**src/core/bfs_pkg.sv**
```systemverilog
// constants and types shared by the buck fault supervisor
package bfs_pkg;
  localparam int CLK_FREQ_HZ = 100_000_000;
  localparam int CLK_PERIOD_NS = 10;
  // power-good rise delay at 1 ms soft-start, in us
  localparam int PG_RISE_DLY_US = 200;
  localparam int PG_RISE_DLY_CYC = (PG_RISE_DLY_US * 1000) / CLK_PERIOD_NS;
  // power-good fall delay on shutdown, in us
  localparam int PG_FALL_DLY_US = 10;
  localparam int PG_FALL_DLY_CYC = (PG_FALL_DLY_US * 1000) / CLK_PERIOD_NS;
  // undervoltage qualification time, in us
  localparam int UV_DLY_US = 10;
  localparam int UV_DLY_CYC = (UV_DLY_US * 1000) / CLK_PERIOD_NS;
  // consecutive switching cycles with overcurrent that force shutdown
  localparam int OC_TRIP_COUNT = 4;
  // hiccup wait default, cycles (no printed figure)
  localparam int HICCUP_CYC_DEF = 1_000_000;
  // soft-start durations in ms
  localparam int SS_1MS = 1;
  localparam int SS_3MS = 3;
  localparam int SS_6MS = 6;
  localparam int SS_CYC_PER_MS = CLK_FREQ_HZ / 1000;
  // internal oscillator frequency range, kHz: 1.5 MHz .. 250 kHz
  localparam int OSC_MIN_KHZ = 250;
  localparam int OSC_MAX_KHZ = 1500;
  localparam int OSC_DIV_DEF = CLK_FREQ_HZ / (600 * 1000);
  // sync pulse missing for longer than this falls back to internal osc
  localparam int SYNC_LOSS_CYC = CLK_FREQ_HZ / (OSC_MIN_KHZ * 1000) * 2;

  typedef enum logic [1:0] {OCL_4A5, OCL_6A, OCL_9A} bfs_oclim_t;
  typedef enum logic [1:0] {SST_1MS, SST_3MS, SST_6MS} bfs_ss_t;
  typedef enum logic [2:0] {
    ST_OFF, ST_SOFTSTART, ST_RUN, ST_OV_CLAMP, ST_TRISTATE, ST_HICCUP, ST_OT_WAIT
  } bfs_state_t;

  function automatic logic [31:0] bfs_ss_cycles(input bfs_ss_t s);
    case (s)
      SST_3MS: bfs_ss_cycles = 32'(SS_3MS * SS_CYC_PER_MS);
      SST_6MS: bfs_ss_cycles = 32'(SS_6MS * SS_CYC_PER_MS);
      default: bfs_ss_cycles = 32'(SS_1MS * SS_CYC_PER_MS);
    endcase
  endfunction
endpackage

```
**src/core/bfs_clkgen.sv**
```systemverilog
// switching-cycle tick: follows external sync edges, else internal divider
`timescale 1ns/1ps
module bfs_clkgen
  import bfs_pkg::*;
#(
  parameter int DIV_W = 16,
  parameter int LOSS_CYC = SYNC_LOSS_CYC
) (
  input wire logic ref_clk,
  input wire logic arst_n,
  input wire logic sync_s,
  input wire logic [DIV_W-1:0] osc_div,
  output logic cycle_tick,
  output logic ext_locked
);
  logic sync_d_r;
  logic [DIV_W-1:0] osc_cnt_r;
  logic [DIV_W:0] loss_cnt_r;
  logic sync_rise;
  logic osc_wrap;

  assign sync_rise = sync_s & ~sync_d_r;
  assign osc_wrap = (osc_cnt_r >= osc_div - DIV_W'(1));

  always_ff @(posedge ref_clk or negedge arst_n) begin
    if (!arst_n) sync_d_r <= 1'b0;
    else sync_d_r <= sync_s;
  end

  // lock drops when no sync edge arrives within the loss window
  always_ff @(posedge ref_clk or negedge arst_n) begin
    if (!arst_n) begin
      loss_cnt_r <= '0;
      ext_locked <= 1'b0;
    end else if (sync_rise) begin
      loss_cnt_r <= '0;
      ext_locked <= 1'b1;
    end else if (loss_cnt_r >= (DIV_W+1)'(LOSS_CYC)) begin
      ext_locked <= 1'b0;
    end else begin
      loss_cnt_r <= loss_cnt_r + 1'b1;
    end
  end

  always_ff @(posedge ref_clk or negedge arst_n) begin
    if (!arst_n) osc_cnt_r <= '0;
    else if (osc_wrap || (ext_locked && sync_rise)) osc_cnt_r <= '0;
    else osc_cnt_r <= osc_cnt_r + 1'b1;
  end

  always_ff @(posedge ref_clk or negedge arst_n) begin
    if (!arst_n) cycle_tick <= 1'b0;
    else cycle_tick <= ext_locked ? sync_rise : osc_wrap;
  end
endmodule

```
**src/core/bfs_supervisor.sv**
```systemverilog
// buck converter fault and sequencing supervisor, top level
`timescale 1ns/1ps
module bfs_supervisor
  import bfs_pkg::*;
#(
  parameter int HICCUP_CYC = HICCUP_CYC_DEF,
  parameter int SS_MS_CYC = SS_CYC_PER_MS,
  parameter int DIV_W = 16
) (
  input wire logic ref_clk,
  input wire logic arst_n,
  input wire logic enable_pin,
  input wire logic input_lockout,
  input wire logic vin_above_1v,
  input wire logic hs_over_limit,
  input wire logic ls_over_limit,
  input wire logic fb_over_window,
  input wire logic fb_under_window,
  input wire logic over_temp,
  input wire logic temp_recovered,
  input wire logic freq_set_sync_pin,
  input wire logic pwm_on_req,
  input wire bfs_oclim_t oc_limit_sel,
  input wire bfs_ss_t ss_sel,
  input wire logic [DIV_W-1:0] osc_div,
  output logic hs_gate,
  output logic ls_gate,
  output logic gates_tristate,
  output logic discharge_on,
  output logic supply_ok_flag_o,
  output logic supply_ok_flag_oe_n,
  output logic switching_active,
  output logic ss_active,
  output logic cycle_tick,
  output logic ext_sync_locked,
  output bfs_oclim_t oc_limit_active,
  output logic [2:0] overcurrent_event_cnt,
  output logic over_voltage_trip,
  output logic under_voltage_trip
);
  ////////////////////////////////////////////////////////////////////////
  // input synchronisers
  localparam int NS = 10;
  logic [NS-1:0] raw_in;
  logic [NS-1:0] syn;
  logic en_s, lock_s, vin1_s, hsoc_s, lsoc_s, ov_s, uv_s, ot_s, otok_s, sync_s;

  assign raw_in = {enable_pin, input_lockout, vin_above_1v, hs_over_limit, ls_over_limit,
                   fb_over_window, fb_under_window, over_temp, temp_recovered,
                   freq_set_sync_pin};
  bfs_sync2 #(.W(NS)) u_sync (
    .ref_clk(ref_clk),
    .arst_n(arst_n),
    .d(raw_in),
    .q(syn)
  );
  assign {en_s, lock_s, vin1_s, hsoc_s, lsoc_s, ov_s, uv_s, ot_s, otok_s, sync_s} = syn;

  bfs_clkgen #(.DIV_W(DIV_W)) u_clk (
    .ref_clk(ref_clk),
    .arst_n(arst_n),
    .sync_s(sync_s),
    .osc_div(osc_div),
    .cycle_tick(cycle_tick),
    .ext_locked(ext_sync_locked)
  );

  ////////////////////////////////////////////////////////////////////////
  // configuration latched on leaving off state
  bfs_ss_t ss_cfg_r;
  bfs_state_t state_r, state_nxt;
  logic [31:0] tmr_r;
  logic oc_shut, uv_shut, off_cond;
  logic [15:0] uv_cnt_r;
  logic hs_cut_r;
  logic [31:0] ss_len;

  // scale the selected duration by the per-ms count so short benches stay short
  assign ss_len = 32'(bfs_ss_cycles(ss_cfg_r) / 32'(SS_CYC_PER_MS) * 32'(SS_MS_CYC));

  always_ff @(posedge ref_clk or negedge arst_n) begin
    if (!arst_n) begin
      oc_limit_active <= OCL_6A;
      ss_cfg_r <= SST_1MS;
    end else if (state_r == ST_OFF) begin
      oc_limit_active <= oc_limit_sel;
      ss_cfg_r <= ss_sel;
    end
  end

  ////////////////////////////////////////////////////////////////////////
  // overcurrent counting
  always_ff @(posedge ref_clk or negedge arst_n) begin
    if (!arst_n) overcurrent_event_cnt <= '0;
    else if (state_r != ST_RUN && state_r != ST_SOFTSTART) overcurrent_event_cnt <= '0;
    else if (cycle_tick && hsoc_s) overcurrent_event_cnt <= overcurrent_event_cnt + 3'h1;
    else if (!hsoc_s && !hs_cut_r) overcurrent_event_cnt <= '0;
  end
  assign oc_shut = (overcurrent_event_cnt >= 3'(OC_TRIP_COUNT)) || lsoc_s;

  // high-side stays cut until the next switching cycle starts
  always_ff @(posedge ref_clk or negedge arst_n) begin
    if (!arst_n) hs_cut_r <= 1'b0;
    else if (hsoc_s) hs_cut_r <= 1'b1;
    else if (cycle_tick) hs_cut_r <= 1'b0;
  end

  ////////////////////////////////////////////////////////////////////////
  // undervoltage timer
  always_ff @(posedge ref_clk or negedge arst_n) begin
    if (!arst_n) uv_cnt_r <= '0;
    else if (!uv_s || state_r != ST_RUN) uv_cnt_r <= '0;
    else if (uv_cnt_r < 16'(UV_DLY_CYC)) uv_cnt_r <= uv_cnt_r + 16'h1;
  end
  assign uv_shut = (uv_cnt_r >= 16'(UV_DLY_CYC));

  ////////////////////////////////////////////////////////////////////////
  // sequencing state machine
  assign off_cond = lock_s || !en_s;

  always_comb begin
    state_nxt = state_r;
    case (state_r)
      ST_OFF: if (!off_cond && !ot_s) state_nxt = ST_SOFTSTART;
      ST_SOFTSTART, ST_RUN: begin
        if (state_r == ST_SOFTSTART && tmr_r >= ss_len - 32'h1)
          state_nxt = ST_RUN;
        if (ov_s) state_nxt = ST_OV_CLAMP;
        if (uv_shut) state_nxt = ST_TRISTATE;
        if (oc_shut) state_nxt = ST_HICCUP;
      end
      ST_OV_CLAMP: if (uv_s) state_nxt = ST_TRISTATE;
      ST_TRISTATE: state_nxt = ST_HICCUP;
      ST_HICCUP: if (tmr_r >= 32'(HICCUP_CYC) - 32'h1) state_nxt = ST_OFF;
      ST_OT_WAIT: if (otok_s && !ot_s) state_nxt = ST_OFF;
      default: state_nxt = ST_OFF;
    endcase
    if (ot_s && state_r != ST_OT_WAIT) state_nxt = ST_OT_WAIT;
    else if (off_cond && state_r != ST_OT_WAIT) state_nxt = ST_OFF;
  end

  always_ff @(posedge ref_clk or negedge arst_n) begin
    if (!arst_n) state_r <= ST_OFF;
    else state_r <= state_nxt;
  end

  always_ff @(posedge ref_clk or negedge arst_n) begin
    if (!arst_n) tmr_r <= '0;
    else if (state_nxt != state_r) tmr_r <= '0;
    else if (tmr_r != 32'hFFFF_FFFF) tmr_r <= tmr_r + 32'h1;
  end

  ////////////////////////////////////////////////////////////////////////
  // gate drive, discharge
  logic sw_on;
  assign sw_on = (state_r == ST_SOFTSTART) || (state_r == ST_RUN);

  always_ff @(posedge ref_clk or negedge arst_n) begin
    if (!arst_n) begin
      hs_gate <= 1'b0;
      ls_gate <= 1'b0;
      gates_tristate <= 1'b1;
      discharge_on <= 1'b0;
    end else begin
      hs_gate <= sw_on && pwm_on_req && !hs_cut_r && !hsoc_s && !oc_shut;
      ls_gate <= (sw_on && (!pwm_on_req || hs_cut_r || hsoc_s) && !oc_shut)
                 || (state_r == ST_OV_CLAMP && !uv_s);
      gates_tristate <= !(sw_on || state_r == ST_OV_CLAMP);
      discharge_on <= !en_s && vin1_s;
    end
  end
  assign switching_active = sw_on;
  assign ss_active = (state_r == ST_SOFTSTART);

  always_ff @(posedge ref_clk or negedge arst_n) begin
    if (!arst_n) begin
      over_voltage_trip <= 1'b0;
      under_voltage_trip <= 1'b0;
    end else begin
      over_voltage_trip <= (state_r == ST_OV_CLAMP);
      under_voltage_trip <= uv_shut;
    end
  end

  ////////////////////////////////////////////////////////////////////////
  // power-good with rise and fall delays
  logic in_window;
  logic pg_r;
  logic [15:0] pg_cnt_r;
  logic [15:0] pg_rise_cyc;
  assign in_window = sw_on && !ov_s && !uv_s;
  // rise delay is specified for the 1 ms soft-start; applied to all settings
  assign pg_rise_cyc = 16'(PG_RISE_DLY_CYC);

  always_ff @(posedge ref_clk or negedge arst_n) begin
    if (!arst_n) begin
      pg_r <= 1'b0;
      pg_cnt_r <= '0;
    end else if (in_window == pg_r) begin
      pg_cnt_r <= '0;
    end else if (!pg_r && pg_cnt_r >= pg_rise_cyc - 16'h1) begin
      pg_r <= 1'b1;
      pg_cnt_r <= '0;
    end else if (pg_r && pg_cnt_r >= 16'(PG_FALL_DLY_CYC) - 16'h1) begin
      pg_r <= 1'b0;
      pg_cnt_r <= '0;
    end else begin
      pg_cnt_r <= pg_cnt_r + 16'h1;
    end
  end
  // open drain: enable low pulls the pin low
  assign supply_ok_flag_o = 1'b0;
  assign supply_ok_flag_oe_n = pg_r;

  ////////////////////////////////////////////////////////////////////////
  // checks
  // the delay counter restarts whenever window and flag agree, so its end value is a run length
  a_pg_rise_delay: assert property (
    @(posedge ref_clk) disable iff (!arst_n)
    $rose(pg_r) |-> $past(in_window) && ($past(pg_cnt_r) == 16'(PG_RISE_DLY_CYC) - 16'h1))
    else $error("power good rose without full delay");
  a_pg_fall_delay: assert property (
    @(posedge ref_clk) disable iff (!arst_n)
    $fell(pg_r) |-> !$past(in_window) && ($past(pg_cnt_r) == 16'(PG_FALL_DLY_CYC) - 16'h1))
    else $error("power good fell too early");
  a_lockout_off: assert property (
    @(posedge ref_clk) disable iff (!arst_n)
    lock_s |=> !sw_on)
    else $error("switching while input locked out");
  a_lockout_restart: assert property (
    @(posedge ref_clk) disable iff (!arst_n)
    (state_r == ST_OFF && !off_cond && !ot_s) |=> state_r == ST_SOFTSTART)
    else $error("no restart after lockout cleared");
  a_hs_oc_cut: assert property (
    @(posedge ref_clk) disable iff (!arst_n)
    hsoc_s |=> !hs_gate)
    else $error("high side on during overcurrent");
  a_oc_count_trip: assert property (
    @(posedge ref_clk) disable iff (!arst_n)
    (sw_on && !off_cond && !ot_s && overcurrent_event_cnt >= 3'(OC_TRIP_COUNT))
      |=> state_r == ST_HICCUP)
    else $error("no shutdown at overcurrent count");
  a_ls_oc_both: assert property (
    @(posedge ref_clk) disable iff (!arst_n)
    (lsoc_s && sw_on) |=> !hs_gate && !ls_gate)
    else $error("switch on during low side overcurrent");
  a_uv_timer: assert property (
    @(posedge ref_clk) disable iff (!arst_n)
    (state_r == ST_RUN && !off_cond && !ot_s && uv_cnt_r == 16'(UV_DLY_CYC) && !oc_shut)
      |=> state_r == ST_TRISTATE)
    else $error("undervoltage did not tri-state");
  a_ov_clamp_low: assert property (
    @(posedge ref_clk) disable iff (!arst_n)
    (state_r == ST_OV_CLAMP && !uv_s) |=> ls_gate && !hs_gate)
    else $error("overvoltage clamp not driving low side");
  a_discharge_gate: assert property (
    @(posedge ref_clk) disable iff (!arst_n)
    !vin1_s |=> !discharge_on)
    else $error("discharge on with input below 1 V");
  a_pg_window: assert property (
    @(posedge ref_clk) disable iff (!arst_n)
    (pg_r && !in_window) |-> pg_cnt_r < 16'(PG_FALL_DLY_CYC))
    else $error("power good outside window");
endmodule

```
**src/core/bfs_sync2.sv**
```systemverilog
// two-flop synchroniser for a bundle of asynchronous levels
`timescale 1ns/1ps
module bfs_sync2 #(
  parameter int W = 1
) (
  input wire logic ref_clk,
  input wire logic arst_n,
  input wire logic [W-1:0] d,
  output logic [W-1:0] q
);
  logic [W-1:0] meta_r;

  always_ff @(posedge ref_clk or negedge arst_n) begin
    if (!arst_n) begin
      meta_r <= '0;
      q <= '0;
    end else begin
      meta_r <= d;
      q <= meta_r;
    end
  end
endmodule

```
**config.mk**
```make
export PLATFORM = sky130hd
export DESIGN_NAME = bfs_supervisor
export DESIGN_NICKNAME = d
export VERILOG_FILES = /design/src/core/bfs_pkg.sv /design/src/core/bfs_clkgen.sv /design/src/core/bfs_supervisor.sv /design/src/core/bfs_sync2.sv
export SDC_FILE = /design/constraint.sdc
export NUM_CORES = 1
export LEC_CHECK = 0
export BUFFER_PORTS_ARGS = -buffer_cell sky130_fd_sc_hd__buf_2
export CAP_MARGIN = 40
export CORE_MARGIN = 1
export CORE_UTILIZATION = 55
export DETAILED_ROUTE_END_ITERATION = 8
export GPL_ROUTABILITY_DRIVEN = 1
export GPL_TIMING_DRIVEN = 0
export PLACE_DENSITY = 0.8
export SETUP_SLACK_MARGIN = 0.5
export SYNTH_ARGS = -nofsm -noshare
export SYNTH_HDL_FRONTEND = slang
export SYNTH_SLANG_ARGS = --single-unit
export TNS_END_PERCENT = 100
```
**constraint.sdc**
```tcl
create_clock -name ref_clk -period 4.15 [get_ports ref_clk]
set_clock_uncertainty 0.1 [all_clocks]
set_input_delay 0.83 -clock ref_clk [delete_from_list [all_inputs] [get_ports ref_clk]]
set_output_delay 0.83 -clock ref_clk [all_outputs]
set_load 0.01 [all_outputs]
```
==> impl_metrics.tcl, run 1 <==
set metrics [dict create \
    p_per_area_nw_per_um2 468 \
    synthTopCellsByArea "dfrtp_1, ha_1, xor2_1" \
    ir_drop_uv 285 \
    critical_path_buf_inv_count 2 \
    hpwl_um 10900 \
    area.growth.synth_to_final_pct 19.8 \
    hold_path_class "flip-flop to flip-flop" \
    cts.sink_count 138 \
    hold_buffers 0 \
    setup.worst_path.start_class "flip-flop" \
    vias 5970 \
    setup_viol 0 \
    fin_crit_ps 4030 \
    clk_latency_ps 430 \
    grt_pass1_vias 5867 \
    worstPathMaxFanout 6 \
    crit_family "compound AO/OA/AOI/OAI gates" \
    num-nets-final 956 \
    start_util_pct 57.1 \
    fp.dieW_um 120 \
    synth_top_flop_cell "dfrtp_1" \
    synth-async-reset-ratio_pct 100 \
    synth_top_area_share_pct 44.3 \
    maxCapViolCount 0 \
    tightest_slew_ps 692 \
    routedLengthMet1_um 7340 \
    port_buffers 48 \
    place_congestion 0.841 \
    cp.required_ps 4410 \
    slew_headroom_pct 53.5 \
    synth_top_area_cell "dfrtp_1" \
    antenna_found_initial 0 \
    core_area_sq_um 13500 \
    cts_inserted_buffers 17 \
    yosysSeqAreaShare_pct 45.0 \
    fin_util_pct 68.4 \
    path_class "flip-flop to flip-flop" \
    crit_chain "ha_4 -> buf_8 -> nand2b_4 -> nor2_4 -> ha_4 -> ha_4 -> o21ai_2 -> nor3_2 -> o21ai_2 -> nor3b_2 -> o21ai_1 -> o311ai_2 -> ha_1 -> a211oi_2 -> nor2_2 -> nor4b_2 -> a21oi_2 -> o22ai_2 -> nand4_4 -> buf_4 -> nor2_1" \
    endpoint_kind "flip-flop" \
    syn-cell-area_sq_um 7680 \
    grt_overflow 0 \
    max_stage_delay_ps 460 \
    status "finished, final reports clean" \
    dpl.cell_count 1012 \
    cp_common_cell "ha_4" \
    drc 0 \
    die_y_um 120 \
    synth-warning-count 0 \
    clk_pin_slew_ps 60 \
    hold_viol 0 \
    rsz0062_at_grt "true" \
    io_pins 50 \
    period_share_pct 97.2 \
    avgSynthCellArea_sq_um 9.77 \
    fp.dieArea_sq_um 14400 \
    routed.top_layer "met4" \
    wl_met3_um 581 \
    rows 42 \
    fin_cells 1064 \
    cts_max_level 4 \
    grt_pass1_wl_um 27700 \
    cts_tree "done" \
    viasPerCell 5.61 \
    wl_met2_um 8050 \
    ant_nets 0 \
    yosys-top-cells-count "dfrtp_1, nor2_1, nand2_1, ha_1, xor2_1" \
    fill_cells 1003 \
    grt.total_usage_pct 24.1 \
    slowest_stage "dfrtp_2" \
    slew_violations 0 \
    ys_types 68 \
    grt_max_degree 84 \
    syn_inst 786 \
    clock_path_buffers 2 \
    wl_per_cell_um 15.1 \
    drt-total-wl_um 16100 \
    leakage_nw 4.05 \
    synth_edf_count 0 \
    dr.first_iter.drc_count 410 \
    cts-root-buf "clkbuf_16" \
    synth.most_common_cell "dfrtp_1" \
    fmax_mhz 248 \
    cp.arrival_ps 4290 \
    drive_above_1_share_pct 22.9 \
    dr.pass1.iters 4 \
    antenna_cells 0 \
    ys_ff_latch 138 \
]
report_power, final:
group / leakage (nW) / switching (W) / internal, W
clock network: 0.273 / 0.000614 / 0.000910
registers: 1.83 / 0.0000925 / 0.00144
logic: 1.95 / 0.000691 / 0.000562
layout by cell type, fill, tap and decap left out, types with 5 or more instances in the layout:
| master | Yosys | layout |
|---|---|---|
| nor3_2 | 1 | 7 |
| and3_1 | 24 | 24 |
| nand3_1 | 28 | 28 |
| a21oi_2 | 0 | 5 |
| xor2_1 | 47 | 46 |
| nor2b_1 | 12 | 12 |
| nand2_1 | 64 | 64 |
| nand2b_1 | 11 | 10 |
| nor4_1 | 8 | 6 |
| inv_1 | 27 | 23 |
| nor2_1 | 101 | 93 |
| a21o_1 | 8 | 8 |
| a21oi_1 | 24 | 19 |
| xnor2_1 | 42 | 42 |
| clkbuf_16 | 0 | 17 |
| nand4_1 | 21 | 21 |
| inv_6 | 0 | 6 |
| nor2_2 | 15 | 21 |
| o21ai_0 | 22 | 16 |
| mux2i_1 | 5 | 5 |
| a211oi_1 | 6 | 5 |
| buf_2 | 5 | 53 |
| nor3_1 | 34 | 28 |
| dfrtp_1 | 136 | 135 |
| ha_1 | 47 | 42 |
| and4_1 | 7 | 7 |
| buf_4 | 1 | 22 |
| clkinvlp_4 | 0 | 7 |
| o211ai_1 | 5 | 5 |
final timing paths:
kind / startpoint / end / slack [ps] / cells after the start
min: u_sync.meta_r[4]$_DFF_PN0_ / u_sync.q[4]$_DFF_PN0_ / 250 / 0
min reg2reg: u_sync.meta_r[4]$_DFF_PN0_ / u_sync.q[4]$_DFF_PN0_ / 250 / 0
max in group asynchronous: arst_n / oc_limit_active[0]$_DFFE_PN1P_ / 2880 / 2
max reg2reg: ss_cfg_r[0]$_DFFE_PN0P_ / tmr_r[8]$_DFFE_PN0P_ / 120 / 21
min in group asynchronous: arst_n / tmr_r[9]$_DFFE_PN0P_ / 260 / 1
max: ss_cfg_r[0]$_DFFE_PN0P_ / tmr_r[8]$_DFFE_PN0P_ / 120 / 21
kinds of logic (layout without fill, tap and decap cells):
logic type	after synthesis	after routing	share of synthesized area, %
adder cells (fa/ha/maj)	48	48	7.92
AO/OA/AOI/OAI	97	97	8.71
XOR/XNOR	89	89	10.1
AND/OR/NAND/NOR	358	358	24.2
buffers and inverters	47	148	2.87
other	1	2	0.0488
flip-flops	138	138	45.0
multiplexers	8	8	1.09
sequential cells by signal (all words and copies together) (netlist names), 2 cells and up:
name / cells
uv_cnt_r: 16
u_clk.osc_cnt_r: 16
pg_cnt_r: 16
u_sync.q: 10
oc_limit_active: 2
tmr_r: 32
u_clk.loss_cnt_r: 17
u_sync.meta_r: 10
state_r: 3
overcurrent_event_cnt: 3
ss_cfg_r: 2
area by class of cell:
class | instances | area [sq um] | area share [%]
plain buffers | 20 | 139 | 1.51
clock buffers | 18 | 439 | 4.77
flip-flops and latches | 138 | 3460 | 37.6
multi-input cells | 602 | 4260 | 46.3
clock inverters | 14 | 158 | 1.71
well taps | 176 | 220 | 2.39
repair buffers | 69 | 424 | 4.61
inverters | 27 | 105 | 1.14
worst reg2reg max path, stage by stage (launching register included):
cell      delay [ps]
dfrtp_2          460
ha_4             190
buf_8            120
nand2b_4         150
nor2_4           120
ha_4             230
ha_4             150
o21ai_2          130
nor3_2            70
o21ai_2          230
nor3b_2           70
o21ai_1          150
o311ai_2         130
ha_1             340
a211oi_2         200
nor2_2            80
nor4b_2          250
a21oi_2          120
o22ai_2          190
nand4_4          200
buf_4            240
nor2_1            80
routing by layer:
metal	up-vias	GRT usage, %
met5	-	0
met4	0	6.41
met3	11	5.90
met2	120	39.8
met1	2914	31.7
li1	2925	-
timing repair:
action	in CTS	in global routing
resized for setup	15	33
setup buffers	8	11
cloned	1	0
setup endpoints to repair	39	51
pin swaps	2	12
per-stage QoR:
| stage | worst slack (ps) | instance area [sq um] | hold slack [ps] | setup TNS, ps | total power, W |
|---|---|---|---|---|---|
| after floorplan | 445 | 7780 | 231 | 0 | 0.00229 |
| final | 118 | 9200 | 248 | 0 | 0.00431 |
| after global routing | -158 | 9200 | 258 | -3920 | 0.00452 |
| after global placement | 41.4 | 8240 | 233 | 0 | 0.00251 |
| after detailed placement | -1.38 | 8270 | 236 | -1.38 | 0.00255 |
| after CTS | 132 | 8990 | 250 | 0 | 0.00417 |
Note: power is estimated with default switching activity, not from simulation.
==> run 2, diff against run 1 <==
PLACE_DENSITY = 0.78   (was 0.8)
==> run 2 against run 1 <==
Sequential share of layout area is 0.50 points higher. Global-route usage is 1.3 points lower. Non-clock buffer count is 11 lower. Via count is 1.7% lower. Fmax hardly changed. First-iteration DRC count is 3.4% lower. Clock power is 3% higher. Largest power group is now clock.
==> impl_metrics.tcl, run 2 (synthesis results as in run 1) <==
set metrics [dict create \
    grt_pass1_vias 5756 \
    period_share_pct 97.2 \
    cts_inserted_buffers 17 \
    p_sw_w 0.00129 \
    setup_ws_ps 117 \
    fin_setup_tns_ps 0 \
    status "finished, final reports clean" \
    tightest_slew_ps 596 \
    fmax_mhz 248 \
    hold_path_class "input pin to async pin" \
    drc 0 \
    power.internal_w 0.00290 \
    antenna_found_initial 0 \
    final_common_cell "dfrtp_1" \
    fp.dieW_um 120 \
    die_y_um 120 \
    place_congestion 0.828 \
    hold_viol 0 \
    slew_headroom_pct 59.9 \
    hpwl_um 10600 \
    hold_buffers 0 \
    num-nets-final 945 \
    grt_max_degree 91 \
    cts_tree "done" \
    setup_viol 0 \
    maxCapViolCount 0 \
    grt.total_usage_pct 22.8 \
    cts-root-buf "clkbuf_16" \
    start_util_pct 57.1 \
    viasPerCell 5.57 \
    cts.sink_count 138 \
    combPwrFrac_pct 26.4 \
    rsz0062_at_grt "true" \
    drt-total-wl_um 15200 \
    ant_nets 0 \
    cp.arrival_ps 4280 \
    top_regs "tmr_r x32, u_clk.loss_cnt_r x17" \
    io_pins 50 \
    rows 42 \
    reg2reg_depth 20 \
    fin_crit_ps 4030 \
    cp.required_ps 4400 \
    worstPathMaxFanout 7 \
    slew_violations 0 \
    reg2reg_from "ss_cfg_r[1]$_DFFE_PN0P_" \
    largest_register_ffs 32 \
    dp_slack_ps 25.0 \
    clk_latency_ps 420 \
    antenna_cells 0 \
    r2r_setup_slack_ps 120 \
    worst_hold_slack_ps 246 \
    port_buffers 48 \
    power_frac_seq_pct 36.4 \
    p_sw_share_pct 30.9 \
    dr.pass1.iters 6 \
    core_area_sq_um 13500 \
    cts_max_level 4 \
    layout_common_cells "dfrtp_1, nor2_1, nand2_1" \
    p_per_area_nw_per_um2 462 \
    wl_per_cell_um 14.4 \
    fp.dieArea_sq_um 14400 \
    top_register "tmr_r" \
    endpoint_kind "flip-flop" \
    path_class "flip-flop to flip-flop" \
    leakage_nw 4.00 \
    setup.worst_path.start_class "flip-flop" \
    clk_pin_slew_ps 60 \
    dr.first_iter.drc_count 396 \
    ir_drop_uv 310 \
    grt_overflow 0 \
    r2r-end "tmr_r[10]$_DFFE_PN0P_" \
    grt_pass1_wl_um 26200 \
    drive_above_1_share_pct 20.8 \
    clock_path_buffers 2 \
    clockPowerShare_pct 37.2 \
    vias 5869 \
    area.growth.synth_to_final_pct 18.2 \
]
run 2: cell count changes in the layout (fill, tap and decap cells not counted), sizes merged:
cell / before / now
clkinv: 0 / 4
inv: 32 / 30
clkinvlp: 7 / 3
bufinv: 2 / 3
clkbuf: 24 / 26
buf: 83 / 71
run 2: timing repair:
item | 4_1_cts | 5_1_grt
setup buffers | 6 | 2
cloned | 1 | 0
hold endpoints to repair | 0 | 0
setup endpoints to repair | 43 | 51
gates resized for setup | 16 | 18
pin swaps | 4 | 5
run 2: final cells by class:
class | count | area (sq um)
repair buffers | 58 | 342
well taps | 176 | 220
multi-input cells | 602 | 4200
fillers | 1037 | 4370
plain buffers | 20 | 138
inverters | 27 | 108
flip-flops and latches | 138 | 3460
clock buffers | 19 | 453
clock inverters | 13 | 164
run 2: critical path, cell delays in order, from the launching register on:
cell and delay, ps:
dfrtp_1 390, inv_2 90, ha_2 290, xor2_1 240, ha_4 250, ha_4 160, o21ai_2 120, nor3_2 70
o21ai_2 190, nor3b_1 70, o21ai_1 160, o311ai_1 130, ha_1 340, a211oi_2 210, nor2_2 90, nor4b_2 260
a21oi_2 120, o22ai_2 190, nand4_4 180, buf_4 230, nor2_1 80
run 2: per-stage QoR:
step                utilization [%]  std cells  total power, W  area, sq um
floorplan                         -        787         0.00229         7780
global placement               61.2       1011         0.00252         8240
detailed placement             61.5       1012         0.00254         8270
CTS                            66.9       1051         0.00419         9000
global route                   67.5       1053         0.00442         9080
finish                         67.5       1053         0.00419         9080
run 2: layer usage:
metal	share of wire [%]	wire length (um)	vias up	track usage [%]
met5	0	0	-	0
met1	46	7000	2841	30.2
met3	3.5	532	23	4.48
li1	-	-	2891	-
met2	48	7350	114	36.6
met4	2.0	307	0	9.53
run 2: power groups by stage:
stage	sequential [W]	clock (W)	combinational, W
after global placement	0.00154	0	0.000970
after floorplan	0.00154	0	0.000747
after detailed placement	0.00155	0	0.000989
after global routing	0.00154	0.00164	0.00124
after CTS	0.00152	0.00159	0.00108
final	0.00153	0.00156	0.00111
run 2: worst max path at each step:
| stage | startpoint | end | slack [ps] | depth (start not counted) |
|---|---|---|---|---|
| global placement | ss_cfg_r[0]$_DFFE_PN0P_ | tmr_r[8]$_DFFE_PN0P_ | 70 | 19 |
| floorplan | ss_cfg_r[0]$_DFFE_PN0P_ | tmr_r[4]$_DFFE_PN0P_ | 440 | 19 |
| finish | ss_cfg_r[1]$_DFFE_PN0P_ | tmr_r[10]$_DFFE_PN0P_ | 120 | 20 |
| global route | ss_cfg_r[1]$_DFFE_PN0P_ | tmr_r[8]$_DFFE_PN0P_ | -130 | 20 |
| CTS | ss_cfg_r[0]$_DFFE_PN0P_ | tmr_r[4]$_DFFE_PN0P_ | 160 | 20 |
| detailed placement | ss_cfg_r[0]$_DFFE_PN0P_ | tmr_r[4]$_DFFE_PN0P_ | 30 | 20 |
